==> src/hw/autoneg_partner_defines.vh <==
`ifndef AUTONEG_PARTNER_DEFINES_VH
`define AUTONEG_PARTNER_DEFINES_VH

// ----------------------------------------
// Register indices (byte address = 4 x index)
// ----------------------------------------
`define IDX_PARTNER_ABILITY   4'h5
`define IDX_EXPANSION         4'h6
`define IDX_NEXT_PAGE_TX      4'h7
`define IDX_AN_CONTROL        4'h8

// ----------------------------------------
// Reset values
// ----------------------------------------
`define RST_PARTNER_ABILITY   16'h0000
`define RST_EXPANSION         16'h0004
`define RST_NEXT_PAGE_TX      16'h2001
`define RST_NULL_CODE         11'h001

// ----------------------------------------
// Partner ability fields
// ----------------------------------------
`define PA_NEXT_PAGE          15
`define PA_ACK                14
`define PA_REMOTE_FAULT       13
`define PA_RSVD               12
`define PA_ASYM_PAUSE         11
`define PA_PAUSE              10
`define PA_T4                 9
`define PA_TX_FD              8
`define PA_TX_HD              7
`define PA_10_FD              6
`define PA_10_HD              5
`define PA_SEL_HI             4
`define PA_SEL_LO             0

// ----------------------------------------
// Expansion fields
// ----------------------------------------
`define EX_PD_FAULT           4
`define EX_LP_NP_ABLE         3
`define EX_LOCAL_NP_ABLE      2
`define EX_PAGE_RX            1
`define EX_LP_AN_ABLE         0
`define EX_RSVD_W             11

// ----------------------------------------
// Next page transmit fields
// ----------------------------------------
`define NP_NEXT_PAGE          15
`define NP_MSG_PAGE           13
`define NP_ACK2               12
`define NP_TOGGLE             11
`define NP_CODE_HI            10
`define NP_CODE_LO            0
`define NP_WR_MASK            16'hb7ff

// ----------------------------------------
// Bus geometry
// ----------------------------------------
`define ADR_IDX_HI            5
`define ADR_IDX_LO            2
`define REG_W                 16
`define BYTE_W                8
`define NUM_LANES             2
`define CTL_LANE              0
`define CTL_RESTART           0
`define UPPER_ZERO            16'h0000
`define RDATA_ZERO            32'h0000_0000

`endif

==> src/hw/autoneg_partner_status_regs.v <==
// Our own choice: the Wishbone interface to the registers.
`timescale 1ns/100ps

// Functional notes
// - Bit 15: partner requests next page
// - Bit 14: partner acknowledges our code word
// - Bit 13: partner advertises remote fault
// - Bit 11: partner asymmetric pause
// - Bit 10: partner symmetric pause
// - Bit 9: partner 100Base-T4
// - Bits 8,7: partner 100TX full/half
// - Bits 6,5: partner 10T full/half
// - Bits 4:0: partner selector field
// - Ability at 0x5, reset 0, read-only
// - Expansion at 0x6, reset 0x4, upper zero
// - Bit 4: parallel detection fault flag
// - Bit 3: partner next page able
// - Bit 2: local next page able, 1
// - Bit 1: new page received flag
// - Bit 0: partner auto-negotiation able
// - Next page transmit at 0x7, reset 0x2001
// - Reset code field is null message
module autoneg_partner_status_regs (
  input  wire        clk_i,
  input  wire        rst_i,
  // Wishbone slave
  input  wire        cyc_i,
  input  wire        stb_i,
  input  wire        we_i,
  input  wire [5:0]  adr_i,
  input  wire [3:0]  sel_i,
  input  wire [31:0] dat_i,
  output reg  [31:0] dat_o,
  output wire        ack_o,
  output wire        err_o,
  // Arbitration side (same clock)
  input  wire [15:0] rx_base_page_i,
  input  wire        base_page_accept_i,
  input  wire        page_rx_i,
  input  wire        pd_fault_i,
  input  wire        lp_an_able_i,
  input  wire        toggle_i,
  input  wire        np_sent_i,
  output reg  [15:0] np_word_o,
  output reg         an_restart_o
);

`include "autoneg_partner_defines.vh"

  // ----------------------------------------
  // Bus decode
  // ----------------------------------------
  reg         ack_r;
  reg         ack_nxt;
  reg         err_r;
  reg         err_nxt;
  wire        req;
  wire        hit;
  wire [3:0]  idx;
  wire        is_ability;
  wire        is_exp;
  wire        is_np;
  wire        is_ctl;
  wire        rd_req;
  wire        rd_exp;
  wire        wr;

  assign idx        = adr_i[`ADR_IDX_HI:`ADR_IDX_LO];
  assign is_ability = (idx == `IDX_PARTNER_ABILITY);
  assign is_exp     = (idx == `IDX_EXPANSION);
  assign is_np      = (idx == `IDX_NEXT_PAGE_TX);
  assign is_ctl     = (idx == `IDX_AN_CONTROL);
  assign hit        = is_ability | is_exp | is_np | is_ctl;

  // A pending answer blocks a second take of the same request
  assign req    = cyc_i & stb_i & ~ack_r & ~err_r;
  assign rd_req = req & ~we_i;
  // Read of the expansion word clears the latched flags
  assign rd_exp = rd_req & is_exp;

  // Writes land on the edge at which the master sees ack
  assign wr     = cyc_i & stb_i & we_i & ack_r;

  // ----------------------------------------
  // Bus answer
  // ----------------------------------------
  assign ack_o = ack_r;
  assign err_o = err_r;

  always @* begin
    ack_nxt = req & hit;
  end

  always @* begin
    err_nxt = req & ~hit;
  end

  always @(posedge clk_i) begin
    if (rst_i) begin
      ack_r <= 1'b0;
    end else begin
      ack_r <= ack_nxt;
    end
  end

  always @(posedge clk_i) begin
    if (rst_i) begin
      err_r <= 1'b0;
    end else begin
      err_r <= err_nxt;
    end
  end

  // ----------------------------------------
  // Partner ability register
  // ----------------------------------------
  reg  [15:0] ability_r;
  reg  [15:0] ability_nxt;

  always @* begin
    ability_nxt = ability_r;
    if (base_page_accept_i) begin
      ability_nxt = rx_base_page_i;
    end
  end

  always @(posedge clk_i) begin
    if (rst_i) begin
      ability_r <= `RST_PARTNER_ABILITY;
    end else begin
      ability_r <= ability_nxt;
    end
  end

  // ----------------------------------------
  // Partner ability fields
  // ----------------------------------------
  wire        lp_np_req;
  wire        lp_ack;
  wire        lp_rfault;
  wire        lp_asym_pause;
  wire        lp_pause;
  wire        lp_t4;
  wire        lp_tx_fd;
  wire        lp_tx_hd;
  wire        lp_10_fd;
  wire        lp_10_hd;
  wire [4:0]  lp_selector;
  wire [15:0] ability_view;

  assign lp_np_req     = ability_r[`PA_NEXT_PAGE];
  assign lp_ack        = ability_r[`PA_ACK];
  assign lp_rfault     = ability_r[`PA_REMOTE_FAULT];
  assign lp_asym_pause = ability_r[`PA_ASYM_PAUSE];
  assign lp_pause      = ability_r[`PA_PAUSE];
  assign lp_t4         = ability_r[`PA_T4];
  assign lp_tx_fd      = ability_r[`PA_TX_FD];
  assign lp_tx_hd      = ability_r[`PA_TX_HD];
  assign lp_10_fd      = ability_r[`PA_10_FD];
  assign lp_10_hd      = ability_r[`PA_10_HD];
  assign lp_selector   = ability_r[`PA_SEL_HI:`PA_SEL_LO];

  // Bit 12 is reserved and reads zero whatever the partner sent
  assign ability_view = {lp_np_req,
                         lp_ack,
                         lp_rfault,
                         1'b0,
                         lp_asym_pause,
                         lp_pause,
                         lp_t4,
                         lp_tx_fd,
                         lp_tx_hd,
                         lp_10_fd,
                         lp_10_hd,
                         lp_selector};

  // ----------------------------------------
  // Expansion flags
  // ----------------------------------------
  reg         pd_fault_r;
  reg         pd_fault_nxt;
  reg         page_rx_r;
  reg         page_rx_nxt;
  reg         lp_an_able_r;
  reg         lp_an_able_nxt;

  // Set wins over clear-on-read
  always @* begin
    pd_fault_nxt = pd_fault_i | (pd_fault_r & ~rd_exp);
  end

  always @* begin
    page_rx_nxt = page_rx_i | (page_rx_r & ~rd_exp);
  end

  always @* begin
    lp_an_able_nxt = lp_an_able_i;
  end

  always @(posedge clk_i) begin
    if (rst_i) begin
      pd_fault_r <= 1'b0;
    end else begin
      pd_fault_r <= pd_fault_nxt;
    end
  end

  always @(posedge clk_i) begin
    if (rst_i) begin
      page_rx_r <= 1'b0;
    end else begin
      page_rx_r <= page_rx_nxt;
    end
  end

  always @(posedge clk_i) begin
    if (rst_i) begin
      lp_an_able_r <= 1'b0;
    end else begin
      lp_an_able_r <= lp_an_able_nxt;
    end
  end

  // ----------------------------------------
  // Expansion view
  // ----------------------------------------
  wire [10:0] exp_rsvd;
  wire        lp_np_able;
  wire        local_np_able;
  wire [15:0] exp_view;

  assign exp_rsvd      = {`EX_RSVD_W{1'b0}};
  assign lp_np_able    = lp_np_req;
  assign local_np_able = 1'b1;

  assign exp_view = {exp_rsvd,
                     pd_fault_r,
                     lp_np_able,
                     local_np_able,
                     page_rx_r,
                     lp_an_able_r};

  // ----------------------------------------
  // Byte lanes
  // ----------------------------------------
  wire [15:0] lane_en;
  wire [15:0] wmask;
  genvar      g;

  generate
    for (g = 0; g < `NUM_LANES; g = g + 1) begin : g_lane
      assign lane_en[g*`BYTE_W +: `BYTE_W] = {`BYTE_W{sel_i[g]}};
    end
  endgenerate

  // Reserved bit and toggle bit never take bus data
  assign wmask = lane_en & `NP_WR_MASK;

  // ----------------------------------------
  // Next page transmit register
  // ----------------------------------------
  reg  [15:0] np_r;
  reg  [15:0] np_nxt;
  reg         toggle_r;
  reg         toggle_nxt;

  always @* begin
    np_nxt = np_r;
    if (wr & is_np) begin
      np_nxt = (np_r & ~wmask) | (dat_i[`REG_W-1:0] & wmask);
    end
  end

  always @* begin
    toggle_nxt = toggle_r;
    if (np_sent_i) begin
      toggle_nxt = toggle_i;
    end
  end

  always @(posedge clk_i) begin
    if (rst_i) begin
      np_r <= `RST_NEXT_PAGE_TX;
    end else begin
      np_r <= np_nxt;
    end
  end

  always @(posedge clk_i) begin
    if (rst_i) begin
      toggle_r <= 1'b0;
    end else begin
      toggle_r <= toggle_nxt;
    end
  end

  // ----------------------------------------
  // Next page fields
  // ----------------------------------------
  wire [3:0]  np_flags;
  wire [10:0] np_code;
  wire [15:0] np_view;

  assign np_flags = np_r[`NP_NEXT_PAGE:`NP_ACK2];
  assign np_code  = np_r[`NP_CODE_HI:`NP_CODE_LO];

  // Toggle bit comes from arbitration, not from the stored word
  assign np_view = {np_flags, toggle_r, np_code};

  // ----------------------------------------
  // Next page word toward arbitration
  // ----------------------------------------
  reg  [15:0] np_word_nxt;

  always @* begin
    np_word_nxt = np_view;
  end

  always @(posedge clk_i) begin
    if (rst_i) begin
      np_word_o <= `RST_NEXT_PAGE_TX;
    end else begin
      np_word_o <= np_word_nxt;
    end
  end

  // ----------------------------------------
  // Restart pulse
  // ----------------------------------------
  reg         restart_nxt;

  always @* begin
    restart_nxt = wr & is_ctl & sel_i[`CTL_LANE] & dat_i[`CTL_RESTART];
  end

  always @(posedge clk_i) begin
    if (rst_i) begin
      an_restart_o <= 1'b0;
    end else begin
      an_restart_o <= restart_nxt;
    end
  end

  // ----------------------------------------
  // Read data
  // ----------------------------------------
  reg  [31:0] rdata_nxt;

  always @* begin
    rdata_nxt = dat_o;
    if (rd_req) begin
      case (idx)
        `IDX_PARTNER_ABILITY: begin
          rdata_nxt = {`UPPER_ZERO, ability_view};
        end
        `IDX_EXPANSION: begin
          rdata_nxt = {`UPPER_ZERO, exp_view};
        end
        `IDX_NEXT_PAGE_TX: begin
          rdata_nxt = {`UPPER_ZERO, np_view};
        end
        default: begin
          rdata_nxt = `RDATA_ZERO;
        end
      endcase
    end
  end

  always @(posedge clk_i) begin
    if (rst_i) begin
      dat_o <= `RDATA_ZERO;
    end else begin
      dat_o <= rdata_nxt;
    end
  end

endmodule

==> config.mk <==
export PLATFORM = sky130hd
export DESIGN_NAME = autoneg_partner_status_regs
export DESIGN_NICKNAME = d
export VERILOG_FILES = /design/src/hw/autoneg_partner_status_regs.v
export VERILOG_INCLUDE_DIRS = /design/src /design/src/hw
export SDC_FILE = /design/constraint.sdc
export NUM_CORES = 1
export LEC_CHECK = 0
export BUFFER_PORTS_ARGS = -buffer_cell sky130_fd_sc_hd__buf_2
export CORE_MARGIN = 1
export CORE_UTILIZATION = 45
export DETAILED_ROUTE_END_ITERATION = 6
export HOLD_SLACK_MARGIN = 0.08
export PLACE_DENSITY_LB_ADDON = 0.12
export SLEW_MARGIN = 5
export SYNTH_ARGS = -nofsm -noshare
export SYNTH_HDL_FRONTEND = slang
export SYNTH_SLANG_ARGS = --single-unit
==> constraint.sdc <==
create_clock -name clk_i -period 3.96 [get_ports clk_i]
set_input_delay 0.594 -clock clk_i [delete_from_list [all_inputs] [get_ports clk_i]]
set_output_delay 0.594 -clock clk_i [all_outputs]
set_load 0.1 [all_outputs]
==> impl_metrics.toml <==
[outcome]
status = "finished clean"

[layout]
final_common_cell = "buf_2"
area_growth_pct = 19.4
insertedDiodeCount = 0
final-seq-area_um2 = 1340
post-route-util_pct = 57.3
finalInstanceArea_um2 = 3250
layout-drive-gt1-share_pct = 37.3
layout_common_cells = "79 x buf_2, 67 x dfxtp_1, 28 x nor2b_1"
fillers = 552
fin_nets = 392
multi_input_area_um2 = 1220
stdcell_count = 399

[floorplanning]
ios = 120
die_y_um = 79.8
row_count = 27
core-area_um2 = 5680
die-area_um2 = 6370
initial_utilization_pct = 48.0
die_x_um = 79.8

[clock_network]
numClockSinks = 67
hold_buffers = 0
clock_path_buffers = 2
clkTransAtPathRegs_ns = 0.07
cts_tree = "yes"
cts_setup_buffers = 0
cts_max_level = 3
cts_resized = 0
cts_root_buf = "clkbuf_8"
cts_made_buffers = 9
clock_latency_ns = 0.33

[power]
p_int_mw = 1.01
clockPowerShare_pct = 37.3
switchingPower_mw = 0.379
max-vdd-ir-drop_mv = 0.216
comb_power_share_pct = 12.7
p_leak_nw = 1.50
p_sw_share_pct = 27.3
pwr-share-seq_pct = 50.0
fin_total_pwr_mw = 1.39
p_per_area_nw_per_um2 = 426

[synth]
synthDominantCellAreaShare_pct = 49.2
syn_avg_cell_area_um2 = 11.0
synth_top_area_cell = "dfxtp_1"
synth_xor_area_share_pct = 0
synth_top_family_by_area = "multiplexers"
synthSimpleGateAreaFrac_pct = 15.6
synth_adder_area_share_pct = 0
ys_types = 37
synth_seq_cells = 67
synth_compound_area_share_pct = 10.5
ys_warn_count = 0
synth_mux_area_share_pct = 16.5
synth_area_leaders = "dfxtp_1 49%, mux2i_1 9.9%, mux2_2 6.6%"
netlist_instances = 248
syn_area_um2 = 2730
ys_seq_area_share_pct = 49.2

[placement]
placed_area_um2 = 3070
place_congestion = 0.750
placed_cells = 384
dp_hpwl_um = 3800
dp_slack_ns = 1.62
port_buffers = 79

[worst_hold_path]
min_to = "np_word_o[0]$_SDFF_PP1_"
hold_path_depth = 2
hold_path.class = "flip-flop to flip-flop"

[worst_setup_path]
rr_worst_depth = 3
worst_path_max_delay_cell = "buf_2"
rrSetupSlack_ns = 2.24
path_cells = "buf_2, and4b_1, and3_1, mux2_2"
startpoint_type = "primary input"
cp-end-kind = "flip-flop"
cp_data_required_time_ns = 4.18
worst-setup-path-type = "primary input to flip-flop"
timing.rr.start = "err_o$_SDFF_PP0_"
max_stage_delay_ns = 0.45
cp-startpoint = "adr_i[3]"
arrival_ns = 2.19
regToRegEndpoint = "dat_o[2]$_SDFFE_PP0P_"
cp_max_fo = 22

[drt]
drt-total-wl_um = 5570
drt-vias-per-instance = 4.92
drt_iter0_drc = 66
drt_first_pass_iters = 4
drt-wirelength-per-cell_um = 13.9
drtAntennaViolNets = 0
drc_errors = 0
vias = 1962

[sta]
worst_pin_slew_ns = 1.00
rsz0062_at_grt = "no"
fin_crit_ns = 1.97
max-slew-margin-rel_pct = 33.1
drv_slew = 0
finalHoldViolCount = 0
hold_slack_ns = 0.448
fmax_mhz = 509
fin_skew_ns = 0.00811
tns_ns = 0
finalCritPeriodShare_pct = 49.6
worst_slack_ns = 1.99
setup_viol = 0

[global_routing]
grt_pass1_vias = 1863
grt_pass1_wl_um = 8880
grt_max_degree = 51
overflow = 0
antenna_found_initial = 0
grt.total_usage_pct = 18.8

[flow_run]
maxCapViolCount = 0
cells in the mapped netlist:
cell type and n:
buf_1 3, nor4_1 1, or4b_1 1, mux2_2 16
a211oi_1 2, and4bb_2 1, a22o_1 1, buf_4 18
and4_1 1, a21oi_1 2, nand4_1 1, o2bb2ai_1 4
and3_1 3, nor2_1 26, buf_2 8, nand2b_1 3
o2bb2ai_2 9, nand4bb_4 1, conb_1 1, inv_1 4
or4_4 1, a21boi_0 1, buf_6 1, a21oi_2 1
a32o_1 1, mux2i_1 27, nor4b_1 1, nor2b_1 28
nor3_1 2, nand2_1 1, a31oi_1 1, o2111ai_1 1
clkbuf_1 2, o21ai_0 2, and4b_1 1, a22oi_1 4
dfxtp_1 67
power by group through the flow:
stage               registers (mW)  logic (mW)  clock network [mW]
floorplan                    0.718       0.143                   0
detailed placement           0.709       0.176                   0
CTS                          0.694       0.177               0.529
finish                       0.694       0.175               0.517
global route                 0.695       0.187               0.565
global placement             0.709       0.174                   0
area by class of cell:
class	count	area share, %
Multi-Input combinational cell	161	37.6
Clock buffer	14	5.31
Timing Repair Buffer	80	12.4
Inverter	4	0.461
Clock inverter	1	0.231
Sequential cell	67	41.2
Tap cell	72	2.77
critical path, delay by kind of cell:
family / cells / cell delay, ns
buffers and inverters: 1 / 0.45
multiplexers: 1 / 0.39
AND/OR/NAND/NOR: 2 / 0.75
routing by layer:
| metal | part of all wire (%) | GRT usage, % |
|---|---|---|
| met5 | 0 | 0 |
| met4 | 1.9 | 10.2 |
| met3 | 4.3 | 4.11 |
| met2 | 47 | 30.3 |
| met1 | 47 | 23.3 |
cells by family (layout without fill, tap and decap cells):
| group | after synthesis | after routing |
|---|---|---|
| simple gates | 72 | 72 |
| flops | 67 | 67 |
| mux | 43 | 43 |
| compound gates | 29 | 29 |
| buf+inv | 36 | 99 |
| other cells | 1 | 17 |
worst max path at each step:
stage	slack (ns)	depth (start not counted)	endpoint
floorplan	1.90	4	flip-flop
global placement	1.63	4	flip-flop
global route	1.90	4	flip-flop
finish	1.99	4	flip-flop
CTS	1.97	4	flip-flop
detailed placement	1.62	4	flip-flop
Power figures use the tool's default switching activity.
